### src/design/ebwbr_pkg.sv
// Purpose: Constants and types for the external bus wait/burst/refresh block
// Assumes: 24-bit external address space, 100 MHz system clock
// Notes: Area bounds for the fine division map live here

package ebwbr_pkg;

  // ----------------------------------------------------------------
  // Reset values of the configuration bits
  // ----------------------------------------------------------------
  localparam logic [1:0] WAIT_FIELD_RST = 2'h3;
  localparam logic AST_RST = 1'b1;
  localparam logic BURST_LEN_RST = 1'b0;
  localparam logic BURST_CNT_RST = 1'b0;
  localparam logic AREA_DIV_RST = 1'b1;
  localparam logic WAIT_PIN_EN_RST = 1'b0;
  localparam logic PRECHARGE_EXT_RST = 1'b0;
  localparam logic RAS_WIDTH_RST = 1'b0;

  // ----------------------------------------------------------------
  // Burst control readback layout
  // ----------------------------------------------------------------
  localparam int BC_W = 5;
  localparam int BC_LEN_POS = 4;
  localparam int BC_CNT_POS = 3;
  localparam int BC_RSV_POS = 2;
  localparam int BC_DIV_POS = 1;
  localparam int BC_WAIT_PIN_EN_POS = 0;
  localparam logic BC_RSV_VAL = 1'b1;

  // ----------------------------------------------------------------
  // Burst timing: states per beat minus one, last word index
  // ----------------------------------------------------------------
  localparam logic [1:0] BEAT_SHORT_M1 = 2'h1;
  localparam logic [1:0] BEAT_LONG_M1 = 2'h2;
  localparam logic [2:0] LAST_WORD_4 = 3'h3;
  localparam logic [2:0] LAST_WORD_8 = 3'h7;

  // ----------------------------------------------------------------
  // Address map
  // ----------------------------------------------------------------
  localparam int ADDR_W = 24;
  localparam int AREA_MSB = 23;
  localparam int AREA_LSB = 21;
  localparam logic [23:0] A1_BASE = 24'h200000;
  localparam logic [23:0] A2_BASE = 24'h400000;
  localparam logic [23:0] A3_BASE = 24'hC00000;
  localparam logic [23:0] A4_BASE = 24'hE00000;
  localparam logic [23:0] A5_BASE = 24'hFEE000;
  localparam logic [23:0] A6_BASE = 24'hFEF000;
  localparam logic [23:0] A6_END = 24'hFF4EFF;
  localparam logic [23:0] A7_BASE = 24'hFFFF00;
  localparam logic [23:0] A7_END = 24'hFFFF15;
  localparam logic [2:0] AREA_BURST_ROM = 3'h0;
  localparam logic [2:0] AREA_4 = 3'h4;
  localparam logic [2:0] AREA_5 = 3'h5;

  typedef enum logic [3:0] {
    S_IDLE = 4'h0,
    S_T1 = 4'h1,
    S_TW = 4'h2,
    S_T2 = 4'h3,
    S_BR = 4'h4,
    S_RP = 4'h5,
    S_RP2 = 4'h6,
    S_R1 = 4'h7,
    S_RW = 4'h8,
    S_R2 = 4'h9
  } ebwbr_state_e;

endpackage

### src/design/ebwbr_ctrl.sv
// Purpose: External bus cycle sequencer: program and pin waits, burst
//   ROM beats, area decode and refresh timing, CAS ahead of RAS only with precharge extension
// Assumes: Config bits arrive on ports and load on I_CFG_WE
// Notes: Outputs are registered; refresh wins over a same-cycle access
//
// Overview of operation
// RL1 - Area 5 with access-state bit set inserts 0-3 waits, reset 3.
// RL2 - Area 4 with access-state bit set inserts 0-3 waits, reset 3.
// RL3 - Burst beat lasts 2 states when length bit clear, 3 when set.
// RL4 - Burst limited to 4 words (above A3) or 8 words (above A4).
// RL5 - Reserved burst control bit 2 is read-only and reads 1.
// RL6 - Area division select acts only in modes 3, 4 and 5.
// RL7 - Division select set: eight equal 2 MB areas.
// RL8 - Division select clear: uneven area sizes from 8 MB down to 22 B.
// RL9 - Wait pin honoured only when enabled; otherwise pin is general I/O.
// RL10 - Refresh is precharge plus two RAS states; precharge one or two.
// RL11 - Precharge extension delays RAS one state; CAS timing unchanged.
// RL12 - RAS width bit inserts one wait between first and second RAS state.
// RL13 - RAS width bit affects only refresh, not read or write cycles.
// RL14 - Refresh length ignores access-state, wait fields and wait pin.
// RL15 - Access-state bit clear means no program waits for that area.
// RL16 - Wait pin held low extends access one state per sample.

`timescale 1ns/1ps
`default_nettype none

module ebwbr_ctrl (
  input wire logic I_MCLK,
  input wire logic I_RST_N,
  input wire logic [2:0] I_MODE,
  input wire logic I_CFG_WE,
  input wire logic I_AREA5_WAIT_HI,
  input wire logic I_AREA5_WAIT_LO,
  input wire logic I_AREA4_WAIT_HI,
  input wire logic I_AREA4_WAIT_LO,
  input wire logic I_AREA5_ACCESS_STATE_SEL,
  input wire logic I_AREA4_ACCESS_STATE_SEL,
  input wire logic I_BURST_CYCLE_LEN_SEL,
  input wire logic I_BURST_WORD_COUNT_SEL,
  input wire logic I_AREA_DIVISION_UNIT_SEL,
  input wire logic I_WAIT_PIN_EN,
  input wire logic I_REFRESH_PRECHARGE_EXTEND,
  input wire logic I_REFRESH_RAS_WIDTH_EXT,
  input wire logic I_ACC_REQ,
  input wire logic [ebwbr_pkg::ADDR_W-1:0] I_ACC_ADDR,
  input wire logic I_ACC_BURST,
  input wire logic I_REF_REQ,
  input wire logic I_WAIT_N,
  output logic O_BUSY,
  output logic O_ACC_ACK,
  output logic [2:0] O_AREA,
  output logic O_AREA_VALID,
  output logic O_REF_DONE,
  output logic O_RAS_N,
  output logic O_UCAS_N,
  output logic O_LCAS_N,
  output logic [ebwbr_pkg::BC_W-1:0] O_BURST_CTRL_RD,
  output logic O_WAIT_PIN_IS_GPIO
);
  import ebwbr_pkg::*;

  typedef struct packed {
    ebwbr_state_e st;
    logic [2:0] sync, beats, area;
    logic [1:0] a5w, a4w, wcnt, scnt;
    logic wait_lvl, area5_access_state_sel, area4_access_state_sel, blen, bcnt, div, wait_pin_en, refresh_precharge_extend, refresh_ras_width_ext;
    logic burst, ack, refdone, avalid, ras_n, cas_n;
  } ebwbr_state_s;

  localparam ebwbr_state_s RST_S = '{
    st: S_IDLE, sync: 3'h7, wait_lvl: 1'b1,
    a5w: WAIT_FIELD_RST, a4w: WAIT_FIELD_RST,
    area5_access_state_sel: AST_RST, area4_access_state_sel: AST_RST, blen: BURST_LEN_RST,
    bcnt: BURST_CNT_RST, div: AREA_DIV_RST, wait_pin_en: WAIT_PIN_EN_RST,
    refresh_precharge_extend: PRECHARGE_EXT_RST, refresh_ras_width_ext: RAS_WIDTH_RST, wcnt: 2'h0,
    scnt: 2'h0, beats: 3'h0, burst: 1'b0, ack: 1'b0, refdone: 1'b0,
    area: 3'h0, avalid: 1'b0, ras_n: 1'b1, cas_n: 1'b1};

  ebwbr_state_s q, d;

  // ----------------------------------------------------------------
  // Area decode
  // ----------------------------------------------------------------
  logic div_eff, valid_c, pin_wait;
  logic [2:0] area_c, widx_c;
  logic [1:0] pwait_c;

  // RL6 mode gate
  assign div_eff = (I_MODE >= 3'h3 && I_MODE <= 3'h5) ? q.div : 1'b1;

  always_comb begin
    area_c = I_ACC_ADDR[AREA_MSB:AREA_LSB];
    valid_c = 1'b1;
    if (!div_eff) begin
      // RL8 uneven map; gaps above area 6 are on-chip space
      if (I_ACC_ADDR < A1_BASE) begin
        area_c = 3'h0;
      end else if (I_ACC_ADDR < A2_BASE) begin
        area_c = 3'h1;
      end else if (I_ACC_ADDR < A3_BASE) begin
        area_c = 3'h2;
      end else if (I_ACC_ADDR < A4_BASE) begin
        area_c = 3'h3;
      end else if (I_ACC_ADDR < A5_BASE) begin
        area_c = 3'h4;
      end else if (I_ACC_ADDR < A6_BASE) begin
        area_c = 3'h5;
      end else if (I_ACC_ADDR <= A6_END) begin
        area_c = 3'h6;
      end else if (I_ACC_ADDR >= A7_BASE && I_ACC_ADDR <= A7_END) begin
        area_c = 3'h7;
      end else begin
        valid_c = 1'b0;
      end
    end
  end

  // RL1 RL2 RL15 program wait select
  always_comb begin
    pwait_c = 2'h0;
    if (valid_c && area_c == AREA_5 && q.area5_access_state_sel) begin
      pwait_c = q.a5w;
    end else if (valid_c && area_c == AREA_4 && q.area4_access_state_sel) begin
      pwait_c = q.a4w;
    end
  end

  // RL4 word index within the aligned block
  assign widx_c = q.bcnt ? I_ACC_ADDR[3:1] : {1'b0, I_ACC_ADDR[2:1]};

  // RL9 RL16 pin waits only when enabled
  assign pin_wait = q.wait_pin_en && !q.wait_lvl;

  // ----------------------------------------------------------------
  // Next state
  // ----------------------------------------------------------------
  always_comb begin
    d = q;
    d.ack = 1'b0;
    d.refdone = 1'b0;
    d.sync = {q.sync[1:0], I_WAIT_N};
    // Level counts only once second and third stages agree
    if (q.sync[2] == q.sync[1]) begin
      d.wait_lvl = q.sync[2];
    end
    if (I_CFG_WE) begin
      d.a5w = {I_AREA5_WAIT_HI, I_AREA5_WAIT_LO};
      d.a4w = {I_AREA4_WAIT_HI, I_AREA4_WAIT_LO};
      d.area5_access_state_sel = I_AREA5_ACCESS_STATE_SEL;
      d.area4_access_state_sel = I_AREA4_ACCESS_STATE_SEL;
      d.blen = I_BURST_CYCLE_LEN_SEL;
      d.bcnt = I_BURST_WORD_COUNT_SEL;
      d.div = I_AREA_DIVISION_UNIT_SEL;
      d.wait_pin_en = I_WAIT_PIN_EN;
      d.refresh_precharge_extend = I_REFRESH_PRECHARGE_EXTEND;
      d.refresh_ras_width_ext = I_REFRESH_RAS_WIDTH_EXT;
    end
    unique case (q.st)
      S_IDLE: begin
        if (I_REF_REQ) begin
          d.st = S_RP;
        end else if (I_ACC_REQ) begin
          d.st = S_T1;
          // RL7 equal areas fall out of the top address bits
          d.area = area_c;
          d.avalid = valid_c;
          d.wcnt = pwait_c;
          d.burst = I_ACC_BURST && valid_c && area_c == AREA_BURST_ROM;
          d.beats = (q.bcnt ? LAST_WORD_8 : LAST_WORD_4) - widx_c;
        end
      end
      S_T1: d.st = (q.wcnt != 2'h0) ? S_TW : S_T2;
      S_TW: begin
        d.wcnt = q.wcnt - 2'h1;
        if (q.wcnt == 2'h1) begin
          d.st = S_T2;
        end
      end
      S_T2: begin
        if (!pin_wait) begin
          d.ack = 1'b1;
          if (q.burst && q.beats != 3'h0) begin
            d.st = S_BR;
            // RL3 beat length
            d.scnt = q.blen ? BEAT_LONG_M1 : BEAT_SHORT_M1;
          end else begin
            d.st = S_IDLE;
          end
        end
      end
      S_BR: begin
        if (q.scnt == 2'h0) begin
          d.ack = 1'b1;
          d.beats = q.beats - 3'h1;
          d.scnt = q.blen ? BEAT_LONG_M1 : BEAT_SHORT_M1;
          // RL4 stop at block end
          if (q.beats == 3'h1) begin
            d.st = S_IDLE;
          end
        end else begin
          d.scnt = q.scnt - 2'h1;
        end
      end
      // RL10 RL14 fixed refresh walk, no wait sources consulted
      S_RP: begin
        d.cas_n = 1'b0;
        // RL11 RAS held off one more state
        if (q.refresh_precharge_extend) begin
          d.st = S_RP2;
        end else begin
          d.st = S_R1;
          d.ras_n = 1'b0;
        end
      end
      S_RP2: begin
        d.st = S_R1;
        d.ras_n = 1'b0;
      end
      // RL12 RL13 RAS width wait only on the refresh path
      S_R1: d.st = q.refresh_ras_width_ext ? S_RW : S_R2;
      S_RW: d.st = S_R2;
      S_R2: begin
        d.st = S_IDLE;
        d.ras_n = 1'b1;
        d.cas_n = 1'b1;
        d.refdone = 1'b1;
      end
      default: d.st = S_IDLE;
    endcase
  end

  always_ff @(posedge I_MCLK or negedge I_RST_N) begin
    if (!I_RST_N) begin
      q <= RST_S;
    end else begin
      q <= d;
    end
  end

  // ----------------------------------------------------------------
  // Outputs
  // ----------------------------------------------------------------
  assign O_BUSY = (q.st != S_IDLE);
  assign O_ACC_ACK = q.ack;
  assign O_AREA = q.area;
  assign O_AREA_VALID = q.avalid;
  assign O_REF_DONE = q.refdone;
  assign O_RAS_N = q.ras_n;
  assign O_UCAS_N = q.cas_n;
  assign O_LCAS_N = q.cas_n;
  // RL5 reserved bit fixed high
  assign O_BURST_CTRL_RD = {q.blen, q.bcnt, BC_RSV_VAL, q.div, q.wait_pin_en};
  assign O_WAIT_PIN_IS_GPIO = !q.wait_pin_en;
endmodule

`default_nettype wire

### config.mk
export PLATFORM = sky130hd
export DESIGN_NAME = ebwbr_ctrl
export DESIGN_NICKNAME = d
export VERILOG_FILES = /design/src/design/ebwbr_pkg.sv /design/src/design/ebwbr_ctrl.sv
export SDC_FILE = /design/constraint.sdc
export NUM_CORES = 1
export LEC_CHECK = 0
export BUFFER_PORTS_ARGS = -buffer_cell sky130_fd_sc_hd__buf_2
export CORE_ASPECT_RATIO = 1.4
export CORE_MARGIN = 2
export CORE_UTILIZATION = 45
export CTS_CLUSTER_SIZE = 30
export DETAILED_ROUTE_END_ITERATION = 16
export PLACE_DENSITY = 0.71
export SYNTH_ARGS = -nofsm -noshare
export SYNTH_HDL_FRONTEND = slang
export SYNTH_SLANG_ARGS = --single-unit
### constraint.sdc
create_clock -name I_MCLK -period 2.85 [get_ports I_MCLK]
set_clock_uncertainty 0.2 [all_clocks]
set_input_delay 0 -clock I_MCLK [delete_from_list [all_inputs] [get_ports I_MCLK]]
set_output_delay 0 -clock I_MCLK [all_outputs]
set_load 0.01 [all_outputs]
== Yosys cells after proc, flatten, opt, wreduce, memory -nomap -nowiden ==
Index checks and enable logic that the tools add are counted.
Cells by class
  order comparisons: 11
  bitwise gates (word level): 1
  eq/ne operators: 23
  add/subtract/negate cells: 4
  reductions and logical operators: 29
  mux-type cells: 53
Operator list (number)
  $lt A24 B24 Y1 const B: 4
  $le A24 B24 Y1 const B: 2
  $mux W3: 13
  $pmux W4 S9: 1
  $ge A24 B24 Y1 const B: 1
  $lt A24 B22 Y1 const B: 1
  $lt A24 B23 Y1 const B: 1
  $mux W4: 6
  $mux W1: 17
  $eq A4 B3 Y1 const B: 4
  $mux W2: 8
  $ne A2 B2 Y1 const B: 8
  $mux W6: 2
  $logic_and A1 B1 Y1: 10
  $reduce_bool A2 Y1: 5
  $reduce_and A3 Y1: 3
  $eq A4 B2 Y1 const B: 2
  $eq A4 B4 Y1 const B: 2
  $pmux W2 S2: 2
  $eq A3 B3 Y1 const B: 2
  $pmux W3 S2: 1
  $reduce_bool A3 Y1: 2
  $reduce_and A5 Y1: 1
  $eq A4 B1 Y1 const B: 1
  19 further kinds: 22
Storage, ports and cells
  word-level logic and storage cells: 144
  bits of input ports: 46
  register bits after elaboration: 36

== Longest topological paths before layout ==
  word-level depth: 19
  mapped depth: 8
  mapped depth without buffers: 8

== Worst setup path before layout ==
No wires, ideal clock.
  path type: register -> register
  start point: register q[26] (netlist bit)
  end point: register q[16] (netlist bit)
  arrival time: 1.281 ns
  period minus slack after synthesis: 1.613 ns
  stages on the path, launching flop included: 9
  path slack: 1.237 ns
  buffers on the path: 0
  data required time: 2.518 ns
  cell sequence: dfrtp_1 > inv_1 > ha_1 > ha_1 > nand2b_1 > nor2_1 > o21ai_1 > o21ai_0 > o21ai_0
Between the ends
  cells in the longest elaborated chain, start to end: 4
RTL lines
  start: declaration: RTL line ebwbr_ctrl.sv:79  | ebwbr_state_s q, d;
  start signal: assignment: RTL line ebwbr_ctrl.sv:234  | q <= RST_S;
  start signal: assignment: RTL line ebwbr_ctrl.sv:236  | q <= d;
  $reduce_bool A3 Y1: RTL line ebwbr_ctrl.sv:182  | if (q.burst && q.beats != 3'h0) begin
  $logic_and A1 B1 Y1: RTL line ebwbr_ctrl.sv:182
  $ne A2 B2 Y1 (no source line)
  $reduce_and A3 Y1 (no source line)
Every way passes these cells.
A chain may end at the register's enable or synchronous reset.

== Worst setup path in the final report ==
  start point: register q[35] (netlist bit)
  end point: register q[17] (netlist bit)
Between the ends
  cells in the longest elaborated chain, start to end: 3
  elaborated cells between the ends (all ways): 7
RTL lines
  $eq A4 B2 Y1 or $logic_not A4 Y1 (tied branches): RTL line ebwbr_ctrl.sv:158  | unique case (q.st)
  $reduce_bool A2 Y1 (no source line) or $ne A2 B2 Y1 (tied branches)
  $reduce_and A3 Y1 (no source line)
Several ways; a longest one is shown, not always the timed one.

==> run metrics <==
RR Startpoint q[35]; Setup Buffers After CTS 0; top sig layer met4; Post-synth EDFFs 0; vias per inst 5.307; most common cell after layout, fill and taps aside buf_2; library cells used by synthesis 63; Multi-input gate area 1079 um2; period utilization 86.75%; synthesized area 2148 um2; Ant. Diodes 0; die area 5351 um2; drt total wl 4676 um; WL/cell 13.44 um; root buffer cell clkbuf_8; row count 29; Tot GR Track Use 18.96%; # fillers 427; Reg2Reg Depth 6; run status finished, final reports clean; Mapped Cells 208; flops & latches, synth 36; Metal-1 WL 1945 um; slew at the pin closest to its max-slew limit 798.0 ps; WL met3 204 um; kind of critical path reg -> reg; top cells by area, synth dfrtp_1, dfstp_2, mux2_2; Max Slew Vio Count 0; Seq/Total Area, Yosys 42.69%; Hold WS 8.222 ps; via count 1847; CTS buffer count 5; main flop type after synthesis dfrtp_1; number of antenna violations at the first check in global routing 0; Cell Area, Placed 2414 um2; worst endpoint required time 2820 ps; Endpoint, Worst Hold q[6]; hold path depth 2; HP Class in -> reg; Final GP Congestion 0.7439; Reg area 917.1 um2; Max Root-Sink Buffers 2; PortBufs 59; 1st-pass router iterations 4; design area 2766 um2; placed wire-length estimate 3360 um; share of flip-flops with an asynchronous set or reset 100.0%; clk sinks 36; Setup crit start kind flop; pin count of the biggest net entering global routing 37; Worst Setup Slack post-DPL 903.3 ps; post-synth top area share 26.79%; final setup fails 0; Die X 62.40 um; Relative slew margins 46.80%; Hold Buf Count CTS 26; fin nets 336; Synth Warn # 0; setup slack after layout 377.6 ps; Power Density 721.5 nW/um2; VDD IR max 0.3455 mV; met2 WL post-DR 2441 um; TritonCTS clock tree done; PostCTS Resize Cnt 0; Clock transition at path regs 70 ps; Setup TNS Final 0 ps; Hold Crit Start I_CFG_WE; Max Clk Rate 404.5 MHz; crit path capture type flop; # DRC 0; LEAKAGE 1.269 nW; io pins 62; worst reg2reg path endpoint q[17]; first-pass GRT wire length 8107 um; r2r setup slk 380 ps; Area growth syn-to-layout 28.77%; share of cells above drive strength 1 36.36%; Routed Antenna Nets 0; final hold violations 0; most frequent cells in the layout buf_2, dlygate4sd3_1, dfrtp_1; synthesized area per cell 10.33 um2; GR Overflow Total 0; Core Region 4572 um2; RSZ-0062 raised after global routing no; Initial Util 46.99%; WP data arrival 2440 ps; Clock Latency Late Sink 290 ps; max cap viols 0; post-synth top area cell dfrtp_1; initial DRC count 32; Synth Net Count 259; final core utilization 60.51%; vias in the first global route 1838; Die Y 85.76 um; worst-path fanout max 13; Min Clock Period, post-route 2472 ps; H-tree Lvls 2
-- synth_stat cells, types with 3 or more instances --
master,number
dfrtp_1,23
o21ai_0,16
dfstp_2,13
nand2_1,13
inv_1,12
nor2_1,12
buf_4,11
mux2_2,11
a21oi_1,6
nand2b_1,6
ha_1,5
a211oi_1,4
nor2b_1,4
nor3_1,4
a211o_1,3
a31oi_1,3
and3_1,3
mux2i_1,3
nand3_1,3
nand4_1,3
-- flip-flops by register name (all words and copies together) (netlist names) --
name,flops
q,22
O_BURST_CTRL_RD,4
O_AREA,3
d,2
O_ACC_ACK,1
O_AREA_VALID,1
O_LCAS_N,1
O_RAS_N,1
O_REF_DONE,1
-- report_power, final --
part           internal (mW)  switching, mW
logic                  0.382          0.391
registers              0.669          0.180
clock network          0.193          0.182
-- layout make-up --
class	instances	share of cell area (%)
clock buffer	6	2.985
tap	62	2.804
inverter	12	1.628
clock inverter	2	0.3618
multi-input combinational	145	38.99
timing repair buffer	85	20.08
sequential	36	33.15
-- routing by layer --
layer	GRT usage, %	vias to the layer above
li1	-	909
met1	21.60	876
met2	34.19	55
met3	3.412	7
met4	9.495	0
met5	0	-
-- per-stage QoR --
step	instances	power [mW]
after CTS	348	2.008
after floorplan	208	1.429
final	348	1.996
after global routing	348	2.149
after global placement	314	1.576
after detailed placement	314	1.599
-- worst max-delay path, cell delays in order, from the launching register on --
cell	delay, ps
dfrtp_1	630
nor2_1	200
a311oi_1	380
and4b_1	240
nand4_1	70
dlygate4sd3_1	560
o211ai_2	70
-- logic make-up after synthesis --
| kind of cell | count (synthesis) | share of synthesized area, % |
|---|---|---|
| other | 1 | 0.1746 |
| buffers and inverters | 27 | 7.105 |
| multiplexers | 16 | 8.212 |
| AND/OR/NAND/NOR | 67 | 20.04 |
| adder cells (fa/ha/maj) | 6 | 3.378 |
| flip-flops | 36 | 42.69 |
| AO/OA/AOI/OAI | 55 | 18.41 |
-- worst max path at each step --
| stage | from | to | slack [ps] |
|---|---|---|---|
| after floorplan | q[26] | q[16] | 1240 |
| after global placement | q[32] | q[28] | 920 |
| after detailed placement | q[32] | q[28] | 900 |
| after CTS | q[35] | q[17] | 360 |
| after global routing | q[35] | q[17] | 240 |
| final | q[35] | q[17] | 380 |
Note: power is estimated with default switching activity, not from simulation.
